--- src/opaddr_pkg.sv ---
/*
 Package for the operand address generator: addressing modes,
 prefix byte values, operand lengths and the request/answer structs.
 Assumes a 16-bit address space and byte-wide memory.
*/
package opaddr_pkg;

	// ==========================================================
	// Prefix bytes
	localparam logic [7:0] PFX_SECOND_INDEX = 8'h90;
	localparam logic [7:0] PFX_SECOND_INDIRECT = 8'h91;
	localparam logic [7:0] PFX_INDIRECT = 8'h92;

	// ==========================================================
	// Reset values and instruction set sizes
	localparam logic [15:0] ADDR_RESET = 16'h0000;
	localparam logic [7:0] BYTE_RESET = 8'h00;
	localparam int INSTR_COUNT = 63;
	localparam int GROUP_COUNT = 13;

	// ==========================================================
	// Addressing modes as given by the fetch stage, before any prefix
	typedef enum logic [3:0] {
		AM_INHERENT,
		AM_IMMEDIATE,
		AM_SHORT_DIRECT,
		AM_LONG_DIRECT,
		AM_IDX_NONE,
		AM_IDX_SHORT,
		AM_IDX_LONG,
		AM_IND_SHORT,
		AM_IND_LONG,
		AM_INDIDX_SHORT,
		AM_INDIDX_LONG,
		AM_REL_DIRECT,
		AM_REL_INDIRECT
	} addr_mode_t;

	// Operand bytes following the opcode, per final mode
	localparam logic [1:0] LEN_NONE = 2'h0;
	localparam logic [1:0] LEN_ONE = 2'h1;
	localparam logic [1:0] LEN_TWO = 2'h2;

	// Request from the decode stage
	typedef struct packed {
		addr_mode_t mode;
		logic [7:0] prefix;
		logic short_only;
		logic [15:0] pc_next;
		logic [7:0] x_reg;
		logic [7:0] y_reg;
	} addr_req_t;

	// Answer to the execute stage
	typedef struct packed {
		logic [15:0] ea;
		logic [7:0] operand;
		logic has_operand;
		logic is_branch;
		logic [15:0] pc_target;
		logic [1:0] op_len;
		logic illegal;
	} addr_ans_t;

	// Memory read port
	typedef struct packed {
		logic rd;
		logic [15:0] addr;
	} mem_req_t;

endpackage

--- src/operand_address_generator.sv ---
/*
 Operand address generator: resolves the addressing mode, fetches the
 operand bytes and pointers over a byte memory port, and answers with
 the effective address or the relative branch target.
 Assumes memory answers a read with mem_valid some cycles later and
 that a new request is only given while busy is low.
*/
// Summary of operation
// - Immediate: byte after opcode is the operand, read from memory at pc_next.
// - Short direct: one address byte, zero page reach.
// - Long direct: two address bytes, full 64K reach.
// - Indexed: unsigned sum of chosen index register and offset.
// - No-offset indexed: no extra byte, index alone is the address.
// - Short indexed: one byte offset plus index, up to 1FE.
// - Long indexed: two byte offset plus index, full 64K.
// - Short indirect: pointer address byte, one byte pointer read.
// - Indirect: pointer address after opcode; long reads a word.
// - Indirect indexed: pointer read from memory plus index.
// - Short indirect indexed up to 1FE; long uses word pointer.
// - Short-only instructions refuse long direct, long indexed and immediate forms.
// - Relative: add signed 8-bit offset to program counter.
// - Relative direct: offset is byte after opcode.
// - Relative indirect: offset read from memory at given address.
// - Decoder serves 63 instructions in 13 groups.
// - Prefix 90 selects the second index register.
// - Prefix 92 turns direct, offset indexed and relative direct forms into indirect ones.
// - Prefix 91 makes indirect indexed use the second index.
`timescale 1ns/1ps
`default_nettype none

module operand_address_generator
	import opaddr_pkg::*;
#(
	parameter int NUM_INSTR = INSTR_COUNT,
	parameter int NUM_GROUPS = GROUP_COUNT
)
(
	// Clock and reset
	input wire logic ref_clk,
	input wire logic rst,
	// Request from decode
	input wire logic req_valid,
	input wire addr_req_t req,
	// Memory read port
	output var mem_req_t mem_ff,
	input wire logic mem_valid,
	input wire logic [7:0] mem_data,
	// Answer
	output logic busy_ff,
	output logic done_ff,
	output var addr_ans_t ans_ff
);

	// ==========================================================
	// Size check
	if (NUM_INSTR != INSTR_COUNT || NUM_GROUPS != GROUP_COUNT)
	begin
		$error("Instruction set size not supported");
	end

	// ==========================================================
	// Mode resolution
	addr_mode_t fmode;
	logic sec_idx;
	logic [1:0] olen;
	logic ill;

	mode_resolver u_res (
		.raw_mode(req.mode),
		.prefix(req.prefix),
		.short_only(req.short_only),
		.final_mode(fmode),
		.use_second_index(sec_idx),
		.op_len(olen),
		.illegal(ill)
	);

	// ==========================================================
	// Sequencer
	typedef enum logic [2:0] {
		S_IDLE,
		S_BYTE1,
		S_BYTE2,
		S_PTR1,
		S_PTR2,
		S_FINISH
	} seq_state_t;

	seq_state_t state_ff, nxt_state;
	addr_mode_t mode_ff, nxt_mode;
	logic [7:0] idx_ff, nxt_idx;
	logic [15:0] pc_ff, nxt_pc;
	logic [7:0] b1_ff, nxt_b1;
	logic [7:0] b2_ff, nxt_b2;
	mem_req_t nxt_mem;
	logic nxt_busy;
	logic nxt_done;
	addr_ans_t nxt_ans;
	logic [15:0] pc_after;
	logic [15:0] word_val;
	logic [8:0] short_sum;

	// ==========================================================
	// Sequencer next state
	always_comb
	begin
		nxt_state = state_ff;
		nxt_mode = mode_ff;
		nxt_idx = idx_ff;
		nxt_pc = pc_ff;
		nxt_b1 = b1_ff;
		nxt_b2 = b2_ff;
		nxt_mem = mem_ff;
		nxt_ans = ans_ff;
		word_val = {b1_ff, b2_ff};
		short_sum = {1'b0, b1_ff} + {1'b0, idx_ff};
		pc_after = pc_ff;
		case (state_ff)
			S_IDLE:
			begin
				if (req_valid)
				begin
					nxt_mode = fmode;
					nxt_idx = sec_idx ? req.y_reg : req.x_reg;
					nxt_pc = req.pc_next;
					nxt_ans = '0;
					nxt_ans.op_len = olen;
					nxt_ans.illegal = ill;
					if (ill || olen == LEN_NONE)
						nxt_state = S_FINISH;
					else
					begin
						nxt_mem.rd = 1'b1;
						nxt_mem.addr = req.pc_next;
						nxt_state = S_BYTE1;
					end
				end
			end
			S_BYTE1:
			begin
				nxt_mem.rd = 1'b0;
				if (mem_valid)
				begin
					nxt_b1 = mem_data;
					nxt_pc = pc_ff + 16'h0001;
					case (mode_ff)
						AM_LONG_DIRECT, AM_IDX_LONG:
						begin
							nxt_mem.rd = 1'b1;
							nxt_mem.addr = pc_ff + 16'h0001;
							nxt_state = S_BYTE2;
						end
						AM_IND_SHORT, AM_IND_LONG, AM_INDIDX_SHORT,
						AM_INDIDX_LONG, AM_REL_INDIRECT:
						begin
							nxt_mem.rd = 1'b1;
							nxt_mem.addr = {8'h00, mem_data};
							nxt_state = S_PTR1;
						end
						default: nxt_state = S_FINISH;
					endcase
				end
			end
			S_BYTE2:
			begin
				nxt_mem.rd = 1'b0;
				if (mem_valid)
				begin
					nxt_b2 = mem_data;
					nxt_pc = pc_ff + 16'h0001;
					nxt_state = S_FINISH;
				end
			end
			S_PTR1:
			begin
				nxt_mem.rd = 1'b0;
				if (mem_valid)
				begin
					if (mode_ff == AM_IND_LONG || mode_ff == AM_INDIDX_LONG)
					begin
						nxt_b2 = mem_data;
						nxt_mem.rd = 1'b1;
						nxt_mem.addr = mem_ff.addr + 16'h0001;
						nxt_state = S_PTR2;
					end
					else
					begin
						nxt_b1 = mem_data;
						nxt_state = S_FINISH;
					end
				end
			end
			S_PTR2:
			begin
				nxt_mem.rd = 1'b0;
				if (mem_valid)
				begin
					nxt_b1 = b2_ff;
					nxt_b2 = mem_data;
					nxt_state = S_FINISH;
				end
			end
			S_FINISH:
			begin
				nxt_state = S_IDLE;
				nxt_ans.has_operand = 1'b0;
				nxt_ans.is_branch = 1'b0;
				if (!ans_ff.illegal)
				begin
					case (mode_ff)
						AM_IMMEDIATE:
						begin
							nxt_ans.operand = b1_ff;
							nxt_ans.has_operand = 1'b1;
						end
						AM_SHORT_DIRECT, AM_IND_SHORT:
							nxt_ans.ea = {8'h00, b1_ff};
						AM_LONG_DIRECT, AM_IND_LONG:
							nxt_ans.ea = word_val;
						AM_IDX_NONE:
							nxt_ans.ea = {8'h00, idx_ff};
						AM_IDX_SHORT, AM_INDIDX_SHORT:
							nxt_ans.ea = {7'h00, short_sum};
						AM_IDX_LONG, AM_INDIDX_LONG:
							nxt_ans.ea = word_val + {8'h00, idx_ff};
						AM_REL_DIRECT, AM_REL_INDIRECT:
						begin
							nxt_ans.is_branch = 1'b1;
							nxt_ans.pc_target = pc_after +
								{{8{b1_ff[7]}}, b1_ff};
						end
						default: nxt_ans.ea = ADDR_RESET;
					endcase
				end
			end
			default: nxt_state = S_IDLE;
		endcase
	end

	// ==========================================================
	// Sequencer registers
	always_ff @(posedge ref_clk or posedge rst)
	begin
		if (rst)
		begin
			state_ff <= S_IDLE;
			mode_ff <= AM_INHERENT;
			idx_ff <= BYTE_RESET;
			pc_ff <= ADDR_RESET;
			b1_ff <= BYTE_RESET;
			b2_ff <= BYTE_RESET;
			mem_ff <= '0;
			ans_ff <= '0;
		end
		else
		begin
			state_ff <= nxt_state;
			mode_ff <= nxt_mode;
			idx_ff <= nxt_idx;
			pc_ff <= nxt_pc;
			b1_ff <= nxt_b1;
			b2_ff <= nxt_b2;
			mem_ff <= nxt_mem;
			ans_ff <= nxt_ans;
		end
	end

	// ==========================================================
	// Status flags: busy from take to answer, done for one cycle
	always_comb
	begin
		nxt_busy = busy_ff;
		nxt_done = 1'b0;
		if (state_ff == S_IDLE && req_valid)
			nxt_busy = 1'b1;
		if (state_ff == S_FINISH)
		begin
			nxt_busy = 1'b0;
			nxt_done = 1'b1;
		end
	end

	always_ff @(posedge ref_clk or posedge rst)
	begin
		if (rst)
		begin
			busy_ff <= 1'b0;
			done_ff <= 1'b0;
		end
		else
		begin
			busy_ff <= nxt_busy;
			done_ff <= nxt_done;
		end
	end

endmodule

`default_nettype wire

--- src/mode_resolver.sv ---
/*
 Mode resolver: applies the prefix byte to the raw addressing mode,
 picks the index register and gives the operand byte count.
 Assumes the prefix input is zero when no prefix precedes the opcode.
*/
`timescale 1ns/1ps
`default_nettype none

module mode_resolver
	import opaddr_pkg::*;
(
	// Raw decode
	input wire addr_mode_t raw_mode,
	input wire logic [7:0] prefix,
	input wire logic short_only,
	// Resolved
	output var addr_mode_t final_mode,
	output logic use_second_index,
	output logic [1:0] op_len,
	output logic illegal
);

	always_comb
	begin
		final_mode = raw_mode;
		use_second_index = 1'b0;
		illegal = 1'b0;
		case (prefix)
			PFX_SECOND_INDEX:
			begin
				use_second_index = 1'b1;
				if (raw_mode inside {AM_IND_SHORT, AM_IND_LONG, AM_INDIDX_SHORT,
					AM_INDIDX_LONG, AM_REL_DIRECT, AM_REL_INDIRECT})
					illegal = 1'b1;
			end
			PFX_INDIRECT, PFX_SECOND_INDIRECT:
			begin
				use_second_index = (prefix == PFX_SECOND_INDIRECT);
				case (raw_mode)
					AM_SHORT_DIRECT: final_mode = AM_IND_SHORT;
					AM_LONG_DIRECT: final_mode = AM_IND_LONG;
					AM_IDX_SHORT: final_mode = AM_INDIDX_SHORT;
					AM_IDX_LONG: final_mode = AM_INDIDX_LONG;
					AM_REL_DIRECT: final_mode = AM_REL_INDIRECT;
					default: illegal = 1'b1;
				endcase
				if (prefix == PFX_SECOND_INDIRECT &&
					!(raw_mode inside {AM_IDX_SHORT, AM_IDX_LONG}))
					illegal = 1'b1;
			end
			default: ;
		endcase
		if (short_only && final_mode inside {AM_LONG_DIRECT, AM_IDX_LONG,
			AM_IMMEDIATE})
			illegal = 1'b1;
		case (final_mode)
			AM_INHERENT, AM_IDX_NONE: op_len = LEN_NONE;
			AM_LONG_DIRECT, AM_IDX_LONG: op_len = LEN_TWO;
			default: op_len = LEN_ONE;
		endcase
	end

endmodule

`default_nettype wire

--- config.mk ---
export PLATFORM = sky130hd
export DESIGN_NAME = operand_address_generator
export DESIGN_NICKNAME = d
export VERILOG_FILES = /design/src/opaddr_pkg.sv /design/src/operand_address_generator.sv /design/src/mode_resolver.sv
export SDC_FILE = /design/constraint.sdc
export NUM_CORES = 1
export LEC_CHECK = 0
export ABC_CLOCK_PERIOD_IN_PS = 10400
export BUFFER_PORTS_ARGS = -buffer_cell sky130_fd_sc_hd__buf_2
export CAP_MARGIN = 20
export CORE_MARGIN = 10
export CORE_UTILIZATION = 30
export CTS_CLUSTER_DIAMETER = 100
export DETAILED_ROUTE_END_ITERATION = 16
export GPL_ROUTABILITY_DRIVEN = 0
export PLACE_DENSITY = 0.48
export SYNTH_ARGS = -nofsm -noshare
export SYNTH_HDL_FRONTEND = slang
export SYNTH_SLANG_ARGS = --single-unit
--- constraint.sdc ---
create_clock -name ref_clk -period 10.4 [get_ports ref_clk]
set_input_delay 1.04 -clock ref_clk [delete_from_list [all_inputs] [get_ports ref_clk]]
set_output_delay 1.04 -clock ref_clk [all_outputs]
set_load 0.01 [all_outputs]
==> out/qor.txt <==
Status - finished, final reports clean
H-tree levels - 3
Cts repair resizes - 0
Power Density - 334 nW/um2
WL met2 - 10800 um
FP Rows - 58
Worst EP arrival - 3.59 ns
GRT Total Usage - 15.0%
Fin. Hold Viols - 0
Final core occ - 35.5%
Vert. Die Dim - 181 um
DR vias - 7223
Clock sink count - 111
Register area share after synthesis - 35.9%
Starting Density - 30.6%
CTS tree - yes
R2r worst-path depth - 5
Largest net degree at the start of global routing - 59
Setup violators final - 0
R2R setup slack - 7.24 ns
Main synth FF type - dfrtp_1
Crit start category - input pin
Hold WC Path Type - reg -> reg
Post CTS Setup Buffer Count - 0
Worst Min Path Start - ans_ff[37]
Area Growth Syn to Fin - 16.0%
Maxcap violations - 0
Crit share post-route - 32.2%
Slew @ Worst Pin - 1.06 ns
Routed WL per cell - 18.9 um
Worst Clk Skew - 0.0109 ns
# DRC - 0
Port Buffer Count - 120
Syn_area_per_cell - 8.49 um2
CTS Buf Count - 9
LEAKAGE - 3.96 nW
Core area - 25300 um2
Drt initial violations - 687
Commonest non-fill, non-tap cell in the layout - buf_2
Root buffer cell - clkbuf_16
Slew headroom - 28.5%
ANT nets after route - 0
Adder-Cell Fraction of Synth Area - 6.11%
Global route overflow - 0
Sequential standard cell area - 2780 um2
Clk buf depth - 2
Layout cells sized above 1 - 17.2%
Critical path launch point - req[39]
Peak supply drop - 0.000119 V
Vias in the first global route - 6889
Antenna violations before repair - 0
Met1 WL - 12800 um
First-pass DRT Iterations - 5
First-pass GRT wire length - 40200 um
Register clock-pin slew on the reported worst setup and hold paths - 0.07 ns
Worst-Skew Late Latency - 0.36 ns
Final Power - 3.00 mW
Synth Area in Simple Gates - 19.9%
Mapped Area - 7740 um2
Largest family of logic cells by synthesized area - compound AO/OA/AOI/OAI gates
Boundary Pins - 121
Number of synthesized flops with an enable pin - 0
Commonest non-fill, non-tap cells in the layout - buf_2 (121), dfrtp_1 (111), nand2_1 (101)
Count of hold-fix buffers inserted at cts - 0
Die X-Extent - 181 um
Req. time, crit path - 10.63 ns
Synthesized netlist cell count - 912
CP max FO - 16
Hold Path Stages - 2
Post-Syn Nets - 1005
Setup TNS - 0 ns
Area fraction in compound gates after synthesis - 24.4%
Reg-to-Reg End - ans_ff[16]
Via-per-instance ratio - 5.40
Netlist cell types - 73
Yosys reg bits - 111
Multi-input gate area in the final layout - 4640 um2
# fillers - 2666
Warnings from Yosys - 0
Upper clock frequency limit - 0.298 GHz
Drt total wl - 25300 um
Final net count - 1096
Post-synthesis xor/xnor area fraction - 5.09%
DR WL met3 - 1270 um
Number of diodes - 0
Mux share of post-synthesis cell area - 4.31%
CP Capture Type - flop
Async SR Flop Fraction - 100%
Highest Signal Layer - met4
FF-to-FF Start - state_ff[2]
RSZ-0062 raised after global routing - no
Crit Path Category - in -> reg
Hpwl dp - 19100 um
Period minus WS final - 3.35 ns
Endpoint, Worst Hold - ans_ff[37]
Slew Viols, Final - 0
Die area - 32600 um2
-- Yosys cell counts, types with 10 or more instances --
cell / instances / area, um2
dfrtp_1: 111 / 2780
nand2_1: 101 / 379
o21ai_0: 99 / 495
nand3_1: 68 / 340
a21oi_1: 61 / 305
nor2_1: 46 / 173
clkbuf_1: 43 / 161
inv_1: 34 / 128
ha_1: 33 / 413
xor2_1: 24 / 210
xnor2_1: 21 / 184
mux2i_1: 18 / 180
nor3_1: 18 / 90.1
a211oi_1: 12 / 90.1
o2bb2ai_1: 12 / 105
a221oi_1: 11 / 96.3
and3_1: 11 / 68.8
nand2b_1: 10 / 62.6
-- flip-flops by register name (all words and copies together) (netlist names) --
register	count
busy_ff	1
done_ff	1
mode_ff	4
state_ff	3
pc_after	16
b2_ff	8
b1_ff	8
ans_ff	45
mem_ff	17
idx_ff	8
-- metrics by stage --
step | hold WS (ns) | std cells | instance area [um2] | setup slack (ns)
floorplan | 0.504 | 912 | 7740 | 6.43
global placement | 0.458 | 1319 | 8630 | 6.71
detailed placement | 0.460 | 1319 | 8630 | 6.71
CTS | 0.483 | 1334 | 8960 | 7.07
global route | 0.507 | 1337 | 8980 | 6.93
finish | 0.475 | 1337 | 8980 | 7.05
-- layout make-up --
class | count | area share [%]
clock buffer | 12 | 2.97
inverter | 35 | 1.49
tap | 330 | 4.60
clock inverter | 3 | 0.724
multi-input combinational | 715 | 51.7
sequential | 111 | 30.9
timing repair buffer | 131 | 7.58
-- critical path, cell delays in order --
cell,delay (ns)
buf_2,0.09
nand4bb_1,0.27
or4_1,0.68
a2111o_1,0.50
o21ai_4,0.39
nand2_4,0.23
mux2_1,0.37
-- worst max-delay path by stage --
stage | endpoint | depth (start not counted) | slack [ns]
3_3_place_gp | mem_ff[0] | 7 | 6.71
4_1_cts | mem_ff[0] | 7 | 7.07
5_1_grt | mem_ff[0] | 7 | 6.93
3_5_place_dp | mem_ff[0] | 7 | 6.71
6_report | mem_ff[0] | 7 | 7.05
2_1_floorplan | ans_ff[0] | 1 | 6.43
-- report_power, final --
part	internal, mW	total (mW)	switching (mW)
Sequential	0.621	0.926	0.305
Combinational	0.700	1.68	0.980
Clock	0.230	0.396	0.166
Total	1.55	3.00	1.45
-- per-layer routing --
layer	vias up	global-route usage, %
met5	-	0
met3	22	2.39
li1	3574	-
met4	0	3.94
met1	3415	22.0
met2	212	22.0
-- logic make-up after synthesis --
group / Yosys count
AOI/OAI and AO/OA: 292
xor gates and xnor gates: 45
adders and majority gates: 36
buffers and inverters: 86
DFF: 111
muxes: 31
and+or+nand+nor: 311
(Power assumes the default switching activity.)
